### src/shared/selfcal_seq_regs.vh
`ifndef SELFCAL_SEQ_REGS_VH
`define SELFCAL_SEQ_REGS_VH

// ****************************************
// Sequence lengths, in input clock cycles
// ****************************************
`define PWR_CAL_CYCLES    105
`define M1_SEQ_CYCLES     62
`define M2_SEQ_CYCLES     24

// ****************************************
// Sequence cycle numbers, first cycle is 1
// ****************************************
`define OFS_STORE_CYCLE   1
`define OFS_LOAD_CYCLE    2
`define M1_CAPCAL_FIRST   3
`define M1_CAPCAL_LAST    40
`define M1_SAMPLE_FIRST   41
`define M1_SAMPLE_LAST    49
`define M2_SAMPLE_FIRST   3
`define M2_SAMPLE_LAST    10

// ****************************************
// Converter geometry
// ****************************************
`define SAR_BITS          13
`define DAC_BITS          8
`define CAL_CAPS          7
`define CNT_BITS          7

// ****************************************
// Correction RAM layout
// ****************************************
`define RAM_OFS_ADDR      3'h0
`define RAM_CAP_BASE      3'h1

// ****************************************
// Mode 2 command words, low six data bits
// ****************************************
`define CMD_CONVERT       6'h01
`define CMD_CALIBRATE     6'h02

`endif

### src/hdl/step_counter.v
`timescale 1ns/100ps
`include "selfcal_seq_regs.vh"

module step_counter #(
    parameter WIDTH = `CNT_BITS
) (
    input  wire             clk,
    input  wire             arst_n,
    input  wire             clear,
    input  wire             run,
    output reg  [WIDTH-1:0] count,
    output wire [WIDTH-1:0] next_count
);

    // Clear wins so a restart always begins at step zero
    assign next_count = clear ? {WIDTH{1'b0}} : (run ? count + {{(WIDTH-1){1'b0}}, 1'b1} : count);

    always @(posedge clk or negedge arst_n) begin
        if (!arst_n) begin
            count <= {WIDTH{1'b0}};
        end else begin
            count <= next_count;
        end
    end

endmodule

### src/hdl/selfcal_adc_conversion_sequencer.v
// Summary of operation
// - Each conversion opens with the coarse offset storage step and then loads the stored offset word into the DACs.
// - After offset correction both analog inputs are sampled onto the ladders before any bit decision.
// - Thirteen bits are decided, the error words of the seven top capacitors are fetched and those of the kept bits are accumulated.
// - The accumulator drives the correction DACs for the whole conversion.
// - In mode 1 a 105-cycle capacitor calibration runs on its own after power-up.
// - No conversion is carried out during the mode 1 power-up calibration.
// - In mode 2 there is no calibration at power-up; the host starts it with a command word.
// - In mode 2 a conversion command is accepted from the cycle after the boot cycle that follows power-up.
// - In mode 1 a conversion begins when chip select and write strobe are both low.
// - In mode 2 the command word is latched while chip select and write strobe are both low and acted on when either rises.
// - A low mode select input means mode 1 and a high one means mode 2.
// - A mode 1 sequence calibrates one capacitor and lasts 62 cycles.
// - A mode 2 conversion finishes at the end of cycle 24.
// - A new start during a conversion or a mode 2 calibration abandons it and restarts from the first step.
`timescale 1ns/100ps
`include "selfcal_seq_regs.vh"

module selfcal_adc_conversion_sequencer #(
    parameter CAL_CYCLES = `PWR_CAL_CYCLES
) (
    input  wire                     clk,
    input  wire                     arst_n,
    input  wire                     cs_n,
    input  wire                     wr_n,
    input  wire [5:0]               cmd_in,
    input  wire                     mode_sel,
    input  wire                     comp_keep,
    input  wire [`DAC_BITS-1:0]     ram_rdata,
    output reg                      busy,
    output reg                      cal_all,
    output reg                      offset_store,
    output reg                      sample_en,
    output reg                      cap_cal_en,
    output reg  [2:0]               cap_cal_idx,
    output reg                      ram_rd,
    output reg  [2:0]               ram_addr,
    output reg                      bit_decide,
    output reg  [3:0]               bit_idx,
    output reg  [`DAC_BITS-1:0]     dac_word,
    output reg  [`SAR_BITS-1:0]     conv_result,
    output reg                      conv_done,
    output reg                      cal_done
);

    // ****************************************
    // States
    // ****************************************
    localparam [1:0] ST_BOOT = 2'h0;
    localparam [1:0] ST_IDLE = 2'h1;
    localparam [1:0] ST_CAL  = 2'h2;
    localparam [1:0] ST_CONV = 2'h3;

    reg  [1:0]            state;
    reg  [1:0]            next_state;
    reg                   conv_mode2;
    reg                   next_mode2;
    reg                   sel_q;
    reg  [5:0]            cmd_word;
    reg  [`SAR_BITS-1:0]  sar_work;
    wire [`CNT_BITS-1:0]  count;
    wire [`CNT_BITS-1:0]  next_count;

    // True when the given count stands in sequence cycles lo..hi
    function in_cycles;
        input [`CNT_BITS-1:0] cnt;
        input [`CNT_BITS-1:0] lo;
        input [`CNT_BITS-1:0] hi;
        begin
            in_cycles = (cnt >= lo - 7'h01) && (cnt <= hi - 7'h01);
        end
    endfunction

    // Cuts a plain count down to the step counter width
    function [`CNT_BITS-1:0] to_cnt;
        input integer v;
        begin
            to_cnt = v[`CNT_BITS-1:0];
        end
    endfunction

    // ****************************************
    // Host strobes and start events
    // ****************************************
    wire sel_now    = !cs_n && !wr_n;
    wire sel_rise   = sel_now && !sel_q;
    wire sel_end    = !sel_now && sel_q;
    wire mode2_in   = mode_sel;
    wire m1_start   = !mode2_in && sel_rise;
    wire m2_conv    = mode2_in && sel_end && (cmd_word == `CMD_CONVERT);
    wire m2_cal     = mode2_in && sel_end && (cmd_word == `CMD_CALIBRATE);
    // Starts are ignored during power-up calibration and the boot cycle
    wire locked     = (state == ST_BOOT) || (state == ST_CAL && !conv_mode2);
    wire conv_start = (m1_start || m2_conv) && !locked;
    wire cal_start  = m2_cal && !locked;
    wire any_start  = conv_start || cal_start;

    always @(posedge clk or negedge arst_n) begin
        if (!arst_n) begin
            sel_q    <= 1'b0;
            cmd_word <= 6'h00;
        end else begin
            sel_q <= sel_now;
            if (sel_now) begin
                cmd_word <= cmd_in;
            end
        end
    end

    step_counter #(
        .WIDTH      (`CNT_BITS)
    ) u_step_counter (
        .clk        (clk),
        .arst_n     (arst_n),
        // Boot clears too, so power-up calibration counts from zero
        .clear      (any_start || state == ST_BOOT),
        .run        (next_state == ST_CONV || next_state == ST_CAL),
        .count      (count),
        .next_count (next_count)
    );

    wire [`CNT_BITS-1:0] seq_last = conv_mode2 ? to_cnt(`M2_SEQ_CYCLES - 1) : to_cnt(`M1_SEQ_CYCLES - 1);
    wire [`CNT_BITS-1:0] cal_last = to_cnt(CAL_CYCLES - 1);
    wire conv_end = (state == ST_CONV) && (count == seq_last) && !any_start;
    wire cal_end  = (state == ST_CAL) && (count == cal_last) && !any_start;

    // ****************************************
    // Sequence control
    // ****************************************
    always @* begin
        next_state = state;
        next_mode2 = conv_mode2;
        case (state)
            ST_BOOT: begin
                next_mode2 = mode2_in;
                next_state = mode2_in ? ST_IDLE : ST_CAL;
            end
            ST_IDLE, ST_CAL, ST_CONV: begin
                if (cal_end || conv_end) begin
                    next_state = ST_IDLE;
                end
                // A start aborts a running conversion or mode 2 calibration
                if (conv_start) begin
                    next_state = ST_CONV;
                    next_mode2 = mode2_in;
                end else if (cal_start) begin
                    next_state = ST_CAL;
                    next_mode2 = 1'b1;
                end
            end
            default: begin
                next_state = ST_IDLE;
            end
        endcase
    end

    always @(posedge clk or negedge arst_n) begin
        if (!arst_n) begin
            state      <= ST_BOOT;
            conv_mode2 <= 1'b0;
        end else begin
            state      <= next_state;
            conv_mode2 <= next_mode2;
        end
    end

    // ****************************************
    // Phase decode, aligned with the count
    // ****************************************
    reg                  next_offset_store;
    reg                  next_sample_en;
    reg                  next_cap_cal_en;
    reg                  next_ram_rd;
    reg  [2:0]           next_ram_addr;
    reg                  next_bit_decide;
    reg  [3:0]           next_bit_idx;
    reg  [`CNT_BITS-1:0] n_last;
    reg  [`CNT_BITS-1:0] dec_first;
    reg  [`CNT_BITS-1:0] rd_offs;

    always @* begin
        n_last            = next_mode2 ? to_cnt(`M2_SEQ_CYCLES) : to_cnt(`M1_SEQ_CYCLES);
        dec_first         = n_last - to_cnt(`SAR_BITS - 1);
        rd_offs           = next_count - (dec_first - 7'h02);
        next_offset_store = 1'b0;
        next_sample_en    = 1'b0;
        next_cap_cal_en   = 1'b0;
        next_ram_rd       = 1'b0;
        next_ram_addr     = `RAM_OFS_ADDR;
        next_bit_decide   = 1'b0;
        next_bit_idx      = 4'h0;
        if (next_state == ST_CONV) begin
            next_offset_store = in_cycles(next_count, to_cnt(`OFS_STORE_CYCLE), to_cnt(`OFS_STORE_CYCLE));
            if (next_offset_store) begin
                next_ram_rd = 1'b1;
            end
            if (next_mode2) begin
                next_sample_en = in_cycles(next_count, to_cnt(`M2_SAMPLE_FIRST), to_cnt(`M2_SAMPLE_LAST));
            end else begin
                next_sample_en  = in_cycles(next_count, to_cnt(`M1_SAMPLE_FIRST), to_cnt(`M1_SAMPLE_LAST));
                next_cap_cal_en = in_cycles(next_count, to_cnt(`M1_CAPCAL_FIRST), to_cnt(`M1_CAPCAL_LAST));
            end
            // Error words are fetched one cycle ahead of each top-bit decision
            if (in_cycles(next_count, dec_first - 7'h01, dec_first + to_cnt(`CAL_CAPS - 2))) begin
                next_ram_rd   = 1'b1;
                next_ram_addr = `RAM_CAP_BASE + rd_offs[2:0];
            end
            if (in_cycles(next_count, dec_first, n_last)) begin
                next_bit_decide = 1'b1;
                next_bit_idx    = n_last[3:0] - 4'h1 - next_count[3:0];
            end
        end
    end

    wire top_bit = bit_idx >= (`SAR_BITS - `CAL_CAPS);

    // ****************************************
    // Registered outputs and datapath
    // ****************************************
    always @(posedge clk or negedge arst_n) begin
        if (!arst_n) begin
            busy         <= 1'b1;
            cal_all      <= 1'b0;
            offset_store <= 1'b0;
            sample_en    <= 1'b0;
            cap_cal_en   <= 1'b0;
            cap_cal_idx  <= 3'h0;
            ram_rd       <= 1'b0;
            ram_addr     <= 3'h0;
            bit_decide   <= 1'b0;
            bit_idx      <= 4'h0;
            dac_word     <= 8'h00;
            sar_work     <= 13'h0000;
            conv_result  <= 13'h0000;
            conv_done    <= 1'b0;
            cal_done     <= 1'b0;
        end else begin
            busy         <= (next_state != ST_IDLE);
            cal_all      <= (next_state == ST_CAL);
            offset_store <= next_offset_store;
            sample_en    <= next_sample_en;
            cap_cal_en   <= next_cap_cal_en;
            ram_rd       <= next_ram_rd;
            ram_addr     <= next_ram_addr;
            bit_decide   <= next_bit_decide;
            bit_idx      <= next_bit_idx;
            conv_done    <= conv_end;
            cal_done     <= cal_end;
            if (state == ST_CONV && !any_start && count == `OFS_LOAD_CYCLE - 1) begin
                dac_word <= ram_rdata;
            end else if (bit_decide && comp_keep && top_bit && !any_start) begin
                // Wraps at eight bits, like the DAC it feeds
                dac_word <= dac_word + ram_rdata;
            end
            if (conv_start) begin
                sar_work <= 13'h0000;
            end else if (bit_decide) begin
                sar_work[bit_idx] <= comp_keep;
            end
            if (conv_end) begin
                conv_result <= sar_work | ({{(`SAR_BITS-1){1'b0}}, comp_keep} << bit_idx);
            end
            // Index moves on only once the capacitor has really been calibrated
            if (state == ST_CONV && !conv_mode2 && !any_start && count == `M1_CAPCAL_LAST - 1) begin
                cap_cal_idx <= (cap_cal_idx == `CAL_CAPS - 1) ? 3'h0 : cap_cal_idx + 3'h1;
            end
        end
    end

endmodule

### config.mk
export PLATFORM = sky130hd
export DESIGN_NAME = selfcal_adc_conversion_sequencer
export DESIGN_NICKNAME = d
export VERILOG_FILES = /design/src/hdl/step_counter.v /design/src/hdl/selfcal_adc_conversion_sequencer.v
export VERILOG_INCLUDE_DIRS = /design/src /design/src/shared
export SDC_FILE = /design/constraint.sdc
export NUM_CORES = 1
export LEC_CHECK = 0
export BUFFER_PORTS_ARGS = -buffer_cell sky130_fd_sc_hd__buf_2
export CAP_MARGIN = 20
export CORE_UTILIZATION = 57
export CTS_CLUSTER_DIAMETER = 80
export DETAILED_ROUTE_END_ITERATION = 10
export PLACE_DENSITY = 0.88
export SLEW_MARGIN = 20
export SYNTH_ARGS = -nofsm -noshare
export SYNTH_HDL_FRONTEND = slang
export SYNTH_HIERARCHICAL = 1
export SYNTH_SLANG_ARGS = --single-unit
### constraint.sdc
create_clock -name clk -period 4.6 [get_ports clk]
set_clock_uncertainty 0.05 [all_clocks]
set_input_delay 0.23 -clock clk [delete_from_list [all_inputs] [get_ports clk]]
set_output_delay 0.23 -clock clk [all_outputs]
set_load 0.02 [all_outputs]
== Word-level counts from Yosys, hierarchy flattened ==
Index checks and enable logic that the tools add are counted.

* Bits in registers: 70
* Bits in latches: 0
* RAM bits: 0
* Bits in read-only memories: 0
* Bits of input ports: 20
* Logic and storage cells: 144
* Memories kept: 0

* Add/sub/neg operators: 14
* Multipliers: 0
* Div/mod/pow operators: 0
* Order comparisons: 14
* Equal/unequal tests: 13
* Shift operators: 1
* Multiplexer cells: 34
* Bitwise operators: 1
* Reductions and logical operators: 47

{| class="wikitable"
|+ Operators with widths
! operator !! count
|-
| logical AND 1 bit || 29
|-
| 2-to-1 mux 13 bit || 2
|-
| subtractor 7 x 1 -> 7 bit (second input constant) || 3
|-
| 2-to-1 mux 8 bit || 2
|-
| >= comparator 7 bit || 2
|-
| less-or-equal comparator 7 x 6 -> 1 bit (second input constant) || 2
|-
| less-or-equal comparator 7 bit || 2
|-
| 2-to-1 mux 7 bit || 2
|-
| bitwise mux 13 bit || 1
|-
| 2-to-1 mux 1 bit || 13
|-
| OR 13 bit || 1
|-
| left shift 1 x 4 -> 13 bit || 1
|-
| 2-to-1 mux 6 bit || 2
|-
| 2-to-1 mux 3 bit || 3
|-
| adder 8 bit || 1
|-
| == test 2 bit (second input constant) || 4
|-
| zero test 1 bit || 8
|-
| 2-to-1 mux 2 bit || 4
|-
| 2-to-1 mux 4 bit || 2
|-
| adder 7 x 1 -> 7 bit (second input constant) || 1
|-
| adder 7 x 3 -> 7 bit (second input constant) || 1
|-
| == test 7 x 1 -> 1 bit (second input constant) || 1
|-
| == test 7 x 6 -> 1 bit || 1
|-
| == test 7 x 6 -> 1 bit (second input constant) || 1
|-
| other kinds (29) || 35
|}

== Logic depth before layout (Yosys ltp) ==
* Depth after elaboration: 25
* Depth in mapped cells: 17
* Gate-level depth less buffers: 15

== Modules after synthesis ==
The synthesis kept the hierarchy.

{| class="wikitable"
|+ Modules (own cells, without submodules)
! module !! times used !! cells an instance !! area an instance (um^2) !! seq. area each (um^2)
|-
| selfcal_adc_conversion_sequencer || 1 || 378 || 3540.9 || 1577.8
|-
| step_counter || 1 || 31 || 327.8 || 175.2
|}

== Least setup slack after synthesis ==
No wires, ideal clock.

* Path type: reg2reg
* Start point: reg cmd_word[3]
* End point: reg ram_addr[0]
* Setup time: 0.131 ns
* Arrival: 3.428 ns
* Required time: 4.419 ns
* Path slack: 0.991 ns
* Stages on the path, launching flop included: 16
* Buffers on the path: 1
* Period minus slack after synthesis: 3.609 ns
* Cells stage by stage: dfrtp_1 or4_4 o31ai_1 a32oi_1 o31ai_1 buf_4 nand4_2 or3_1 a21oi_1 nor2_1 and3_1 o21ai_0 nand2_1 a211o_2 nand3b_1 nor2_1

* Longest elaborated chain between the ends: 20
* Elaborated cells between the ends (all ways): 38

{| class="wikitable"
|+ RTL lines
! what !! line !! RTL
|-
| start, declared || selfcal_adc_conversion_sequencer.v:59 || <nowiki>reg [5:0] cmd_word;</nowiki>
|-
| start signal, assigned || selfcal_adc_conversion_sequencer.v:105 || <nowiki>cmd_word <= cmd_in;</nowiki>
|-
| == test 6 x 1 -> 1 bit (no line) || n/a ||
|-
| logical AND 1 bit || selfcal_adc_conversion_sequencer.v:90 || <nowiki>wire m2_conv = mode2_in && sel_end && (cmd_word == `CMD_CONVERT);</nowiki>
|-
| logical OR 1 bit || selfcal_adc_conversion_sequencer.v:94 || <nowiki>wire conv_start = (m1_start || m2_conv) && !locked;</nowiki>
|-
| logical AND 1 bit || selfcal_adc_conversion_sequencer.v:94 ||
|-
| logical OR 1 bit || selfcal_adc_conversion_sequencer.v:96 || <nowiki>wire any_start = conv_start || cal_start;</nowiki>
|-
| zero test 1 bit || selfcal_adc_conversion_sequencer.v:124, selfcal_adc_conversion_sequencer.v:125 ||
|-
| logical AND 1 bit, on equally long branches || selfcal_adc_conversion_sequencer.v:125, selfcal_adc_conversion_sequencer.v:124 ||
|-
| logical OR 1 bit || selfcal_adc_conversion_sequencer.v:139 || <nowiki>if (cal_end || conv_end) begin</nowiki>
|-
| [6 not listed] || n/a ||
|-
| 2-to-1 mux 7 bit || step_counter.v:16 || <nowiki>assign next_count = clear ? {WIDTH{1'b0}} : (run ? count + {{(WIDTH-1){1'b0}}, 1'b1} : count);</nowiki>
|-
| 2-to-1 mux 7 bit * || step_counter.v:16 ||
|-
| via next_count[6] || selfcal_adc_conversion_sequencer.v:62 || <nowiki>wire [`CNT_BITS-1:0] next_count;</nowiki>
|-
| >= comparator 7 bit or less-or-equal comparator 7 bit (tied branches) || selfcal_adc_conversion_sequencer.v:70 || <nowiki>in_cycles = (cnt >= lo - 7'h01) && (cnt <= hi - 7'h01);</nowiki>
|-
| logical AND 1 bit * || selfcal_adc_conversion_sequencer.v:70 ||
|-
| 2-to-1 mux 3 bit * || selfcal_adc_conversion_sequencer.v:204 || <nowiki>if (in_cycles(next_count, dec_first - 7'h01, dec_first + to_cnt(`CAL_CAPS - 2))) begin</nowiki>
|-
| 2-to-1 mux 3 bit * || selfcal_adc_conversion_sequencer.v:192 || <nowiki>if (next_state == ST_CONV) begin</nowiki>
|-
| via next_ram_addr[0] || selfcal_adc_conversion_sequencer.v:174 || <nowiki>reg [2:0] next_ram_addr;</nowiki>
|-
| end signal, assigned || selfcal_adc_conversion_sequencer.v:244 || <nowiki>ram_addr <= next_ram_addr;</nowiki>
|-
| end, declared || selfcal_adc_conversion_sequencer.v:37 || <nowiki>output reg [2:0] ram_addr,</nowiki>
|}

The timed path passes the listed nets; every way through them passes the cells marked *.
A chain may end at the register's enable or synchronous reset.

== Worst setup path in the final report ==
* Start point: reg cmd_word[3]
* End point: reg bit_idx[2]

* Longest elaborated chain between the ends: 20
* Elaborated cells between the ends (all ways): 36

{| class="wikitable"
|+ RTL lines
! what !! line !! RTL
|-
| == test 6 x 1 -> 1 bit (no line) || n/a ||
|-
| logical AND 1 bit || selfcal_adc_conversion_sequencer.v:90 ||
|-
| logical OR 1 bit || selfcal_adc_conversion_sequencer.v:94 ||
|-
| logical AND 1 bit || selfcal_adc_conversion_sequencer.v:94 ||
|-
| logical OR 1 bit || selfcal_adc_conversion_sequencer.v:96 ||
|-
| zero test 1 bit || selfcal_adc_conversion_sequencer.v:124, selfcal_adc_conversion_sequencer.v:125 ||
|-
| logical AND 1 bit, on equally long branches || selfcal_adc_conversion_sequencer.v:125, selfcal_adc_conversion_sequencer.v:124 ||
|-
| logical OR 1 bit || selfcal_adc_conversion_sequencer.v:139 ||
|-
| [6 not listed] || n/a ||
|-
| 2-to-1 mux 7 bit || step_counter.v:16 ||
|-
| 2-to-1 mux 7 bit * || step_counter.v:16 ||
|-
| via next_count[5] || selfcal_adc_conversion_sequencer.v:62 ||
|-
| >= comparator 7 bit or less-or-equal comparator 7 bit (tied branches) || selfcal_adc_conversion_sequencer.v:70 ||
|-
| logical AND 1 bit * || selfcal_adc_conversion_sequencer.v:70 ||
|-
| 2-to-1 mux 4 bit * || selfcal_adc_conversion_sequencer.v:208 || <nowiki>if (in_cycles(next_count, dec_first, n_last)) begin</nowiki>
|-
| 2-to-1 mux 4 bit * || selfcal_adc_conversion_sequencer.v:192 ||
|-
| via next_bit_idx[2] || selfcal_adc_conversion_sequencer.v:176 || <nowiki>reg [3:0] next_bit_idx;</nowiki>
|-
| end signal, assigned || selfcal_adc_conversion_sequencer.v:246 || <nowiki>bit_idx <= next_bit_idx;</nowiki>
|-
| end, declared || selfcal_adc_conversion_sequencer.v:39 || <nowiki>output reg [3:0] bit_idx,</nowiki>
|}

Marks and branches as above.

==> metrics.cfg <==
[critical_path]
slowest_delay_ps = 560
start_kind = register
path_cells = or4_4 -> o31ai_1 -> a32oi_1 -> o31ai_1 -> nand4_2 -> or3_1 -> a21oi_1 -> ha_1 -> nand2_1 -> o21bai_1 -> a22o_1 -> o211a_4 -> and2_1
worstReg2RegStart = cmd_word[3]$_DFFE_PN0N_
slowest_stage = or4_4
worstPathMaxFanout = 6
crit_path_end_kind = register
cp_data_required_time_ps = 4790
crit_start = cmd_word[3]$_DFFE_PN0N_
critical_path.top_delay_family = compound AO/OA/AOI/OAI gates
worstPathArrival_ps = 4300
critical_path_class = register to register
worst-path-buf-inv = 0
cpMostUsedCell = o31ai_1

[sta]
holdWs_ps = 0.597
slew_headroom_pct = 41.0
fmax_mhz = 244
maxSlewViolCount = 0
worst_slack_ps = 493
post-route-min-period_ps = 4110
fin_crit_sh_pct = 89.3
grt_setup_unrepaired = false
hold_viol = 0
tns_ps = 0
setup_violations = 0
worstMarginPinSlew_ps = 885

[yosys]
synth_flop_cell = dfrtp_1
async_flop_share_pct = 100
synth_edf_count = 0
yosys.area_share.xor_xnor_pct = 2.26
yosysSeqAreaShare_pct = 45.3
yosys.area_share.adder_pct = 6.53
synth_cells = 409
synth_cell_types = 64
synth_compound_area_share_pct = 17.1
synth_top_family_by_area = simple AND/OR/NAND/NOR gates
syn_nets = 448
synth_warnings = 6
synth_mux_area_share_pct = 4.66
synth_simple_gate_area_share_pct = 20.9
avgSynthCellArea_um2 = 9.46
synth_area_um2 = 3870
ys_seq_elements = 70

[clock_tree]
hold_buffers = 0
clk_path_buf_depth = 2
cts_resized = 0
htree_levels = 3
post_cts_buffers = 0
tritoncts = done
clk_pin_slew_ps = 80
root_buffer = clkbuf_8
cts_made_buffers = 9
clk-insertion-delay-late_ps = 350
clock-sinks = 70

[finish]
area_growth_pct = 14.9
n_antenna_cell = 0
final_nets = 508
fillCellCount = 508
layout-drive-gt1-share_pct = 21.7
fin_cells = 551

[worst_hold_path]
hp-class = input pin to async pin

[route]
drt-total-wl_um = 8120
antenna_left = 0
wire_per_inst_um = 14.7
dr.pass1.iters = 7
vias = 3169
drt_iter0_markers = 181
drc = 6
vias_per_cell = 5.75

[pwr]
clkPwrFrac_pct = 20.1
switchingPower_uw = 1050
power_uw = 2570
leakage_uw = 0.00218
p_per_area_nw_per_um2 = 578
pwr-share-seq_pct = 34.0
p_sw_share_pct = 41.0
peakVddDrop_mv = 0.406
p_int_uw = 1510
combPwrFrac_pct = 45.9

[place]
dp_hpwl_um = 5650
gp_congestion = 0.890
dp.cells = 535
place_ws_ps = 547
io_buffer_count = 59

[die]
rows = 29
initial_core_util_pct = 59.9
coreArea_um2 = 6460
die_height_um = 84.4
die-area_um2 = 7120
fp.dieW_um = 84.4
pin_count = 60

[run]
drv_cap = 0

[run_status]
run_status = finished, violations left
violations = DRC

[global_route]
grt_overflow_total = 0
met3_usage_pct = 3.64
first_global_vias = 2980
grt_pass1_wl_um = 13600
track_usage_pct = 24.0
grt-busiest-layer = met2
grtUsageMet1_pct = 30.7
grt_use_met2_pct = 40.7
grt_max_degree = 71
antenna_found_initial = 0

-- per-stage QoR --
stage          utilization [%]  cell area (um2)
2_1_floorplan                -             3870
3_3_place_gp              65.6             4240
3_5_place_dp              65.6             4240
4_1_cts                   68.8             4440
5_1_grt                   68.8             4440
6_report                  68.8             4440
-- kinds of logic (layout without fill, tap and decap cells) --
| group | count (synthesis) | in the layout |
|---|---|---|
| AOI/OAI and AO/OA | 104 | 104 |
| xor gates and xnor gates | 10 | 10 |
| adders and majority gates | 19 | 19 |
| buffers and inverters | 32 | 97 |
| DFF | 70 | 70 |
| muxes | 16 | 16 |
| and+or+nand+nor | 158 | 158 |
-- metal layers --
| layer | vias up | wire length (um) |
|---|---|---|
| met5 | - | 0 |
| met4 | 0 | 120 |
| met3 | 14 | 378 |
| met2 | 93 | 3890 |
| met1 | 1493 | 3740 |
| li1 | 1569 | - |
-- flip-flops by register name (all words and copies together), names as in the netlist, 3 cells and up --
register / count
ram_addr: 3
sar_work: 13
cap_cal_idx: 3
cmd_word: 6
u_step_counter/count: 7
dac_word: 8
conv_result: 13
bit_idx: 4
-- power groups by stage --
stage,clock [uW],sequential (uW),combinational (uW)
5_1_grt,555,890,1320
2_1_floorplan,0,930,798
6_report,515,874,1180
4_1_cts,523,871,1180
3_3_place_gp,0,870,1120
3_5_place_dp,0,882,1160
-- synthesized netlist by cell type (2+ instances only) --
cell	number	area (um2)
dfrtp_1	69	1730
nand2_1	51	191
nor2_1	37	139
a21oi_1	31	155
o21ai_0	30	150
ha_1	17	213
inv_1	16	60.1
clkbuf_1	12	45.0
a31oi_1	9	56.3
mux2i_1	9	90.1
nand3_1	9	45.0
and2_1	7	43.8
nand4_1	7	43.8
nor2b_1	7	43.8
mux2_2	6	67.6
xnor2_1	6	52.6
nand2b_1	5	31.3
a21o_1	4	30.0
nor3_1	4	20.0
nor3b_1	4	30.0
o31ai_1	4	30.0
xor2_1	4	35.0
and3_1	3	18.8
nand3b_1	3	22.5
nor4bb_1	3	30.0
o21ai_1	3	15.0
or3_1	3	18.8
a211oi_1	2	15.0
a31o_2	2	17.5
and3b_1	2	17.5
buf_2	2	10.0
fa_1	2	40.0
nor4_1	2	12.5
nor4b_1	2	17.5
o211ai_1	2	15.0
o21a_1	2	15.0
-- worst paths after layout --
check / depth (start not counted) / end / slack, ps
min reg2reg: 2 / conv_result[6]$_DFFE_PN0P_ / 430
max reg2reg: 13 / bit_idx[2]$_DFF_PN0_ / 490
min: 2 / dac_word[1]$_DFFE_PN0P_ / 0.6
max in group asynchronous: 2 / state[1]$_DFF_PN0_ / 3880
max: 13 / bit_idx[2]$_DFF_PN0_ / 490
min in group clk: 3 / cmd_word[0]$_DFFE_PN0N_ / 50
-- worst reg2reg max path, stage by stage, from the launching register on --
cell and delay (ps):
dfrtp_1 380, or4_4 560, o31ai_1 390, a32oi_1 170, o31ai_1 270, nand4_2 230
or3_1 410, a21oi_1 330, ha_1 250, nand2_1 110, o21bai_1 200, a22o_1 230
o211a_4 260, and2_1 150
-- final cells by class --
cell class,instances,area (um2),share of cell area (%)
clock buffer,11,151,3.41
clock inverter,5,57.6,1.30
inverter,17,63.8,1.44
multi-input combinational,307,1990,44.8
sequential,70,1750,39.4
tap,77,96.3,2.17
timing repair buffer,64,333,7.49
-- layout by cell type, fill, tap and decap left out, drive strengths merged, types with 6 or more instances in the layout --
master / count
a31oi: 9
clkbuf: 11
nor2b: 7
ha: 17
nor2: 37
nand2: 51
nand4: 8
o21ai: 33
xnor2: 6
buf: 64
mux2i: 10
inv: 17
mux2: 6
dfrtp: 69
a21oi: 32
and2: 8
nand3: 9
(Power assumes the default switching activity.)
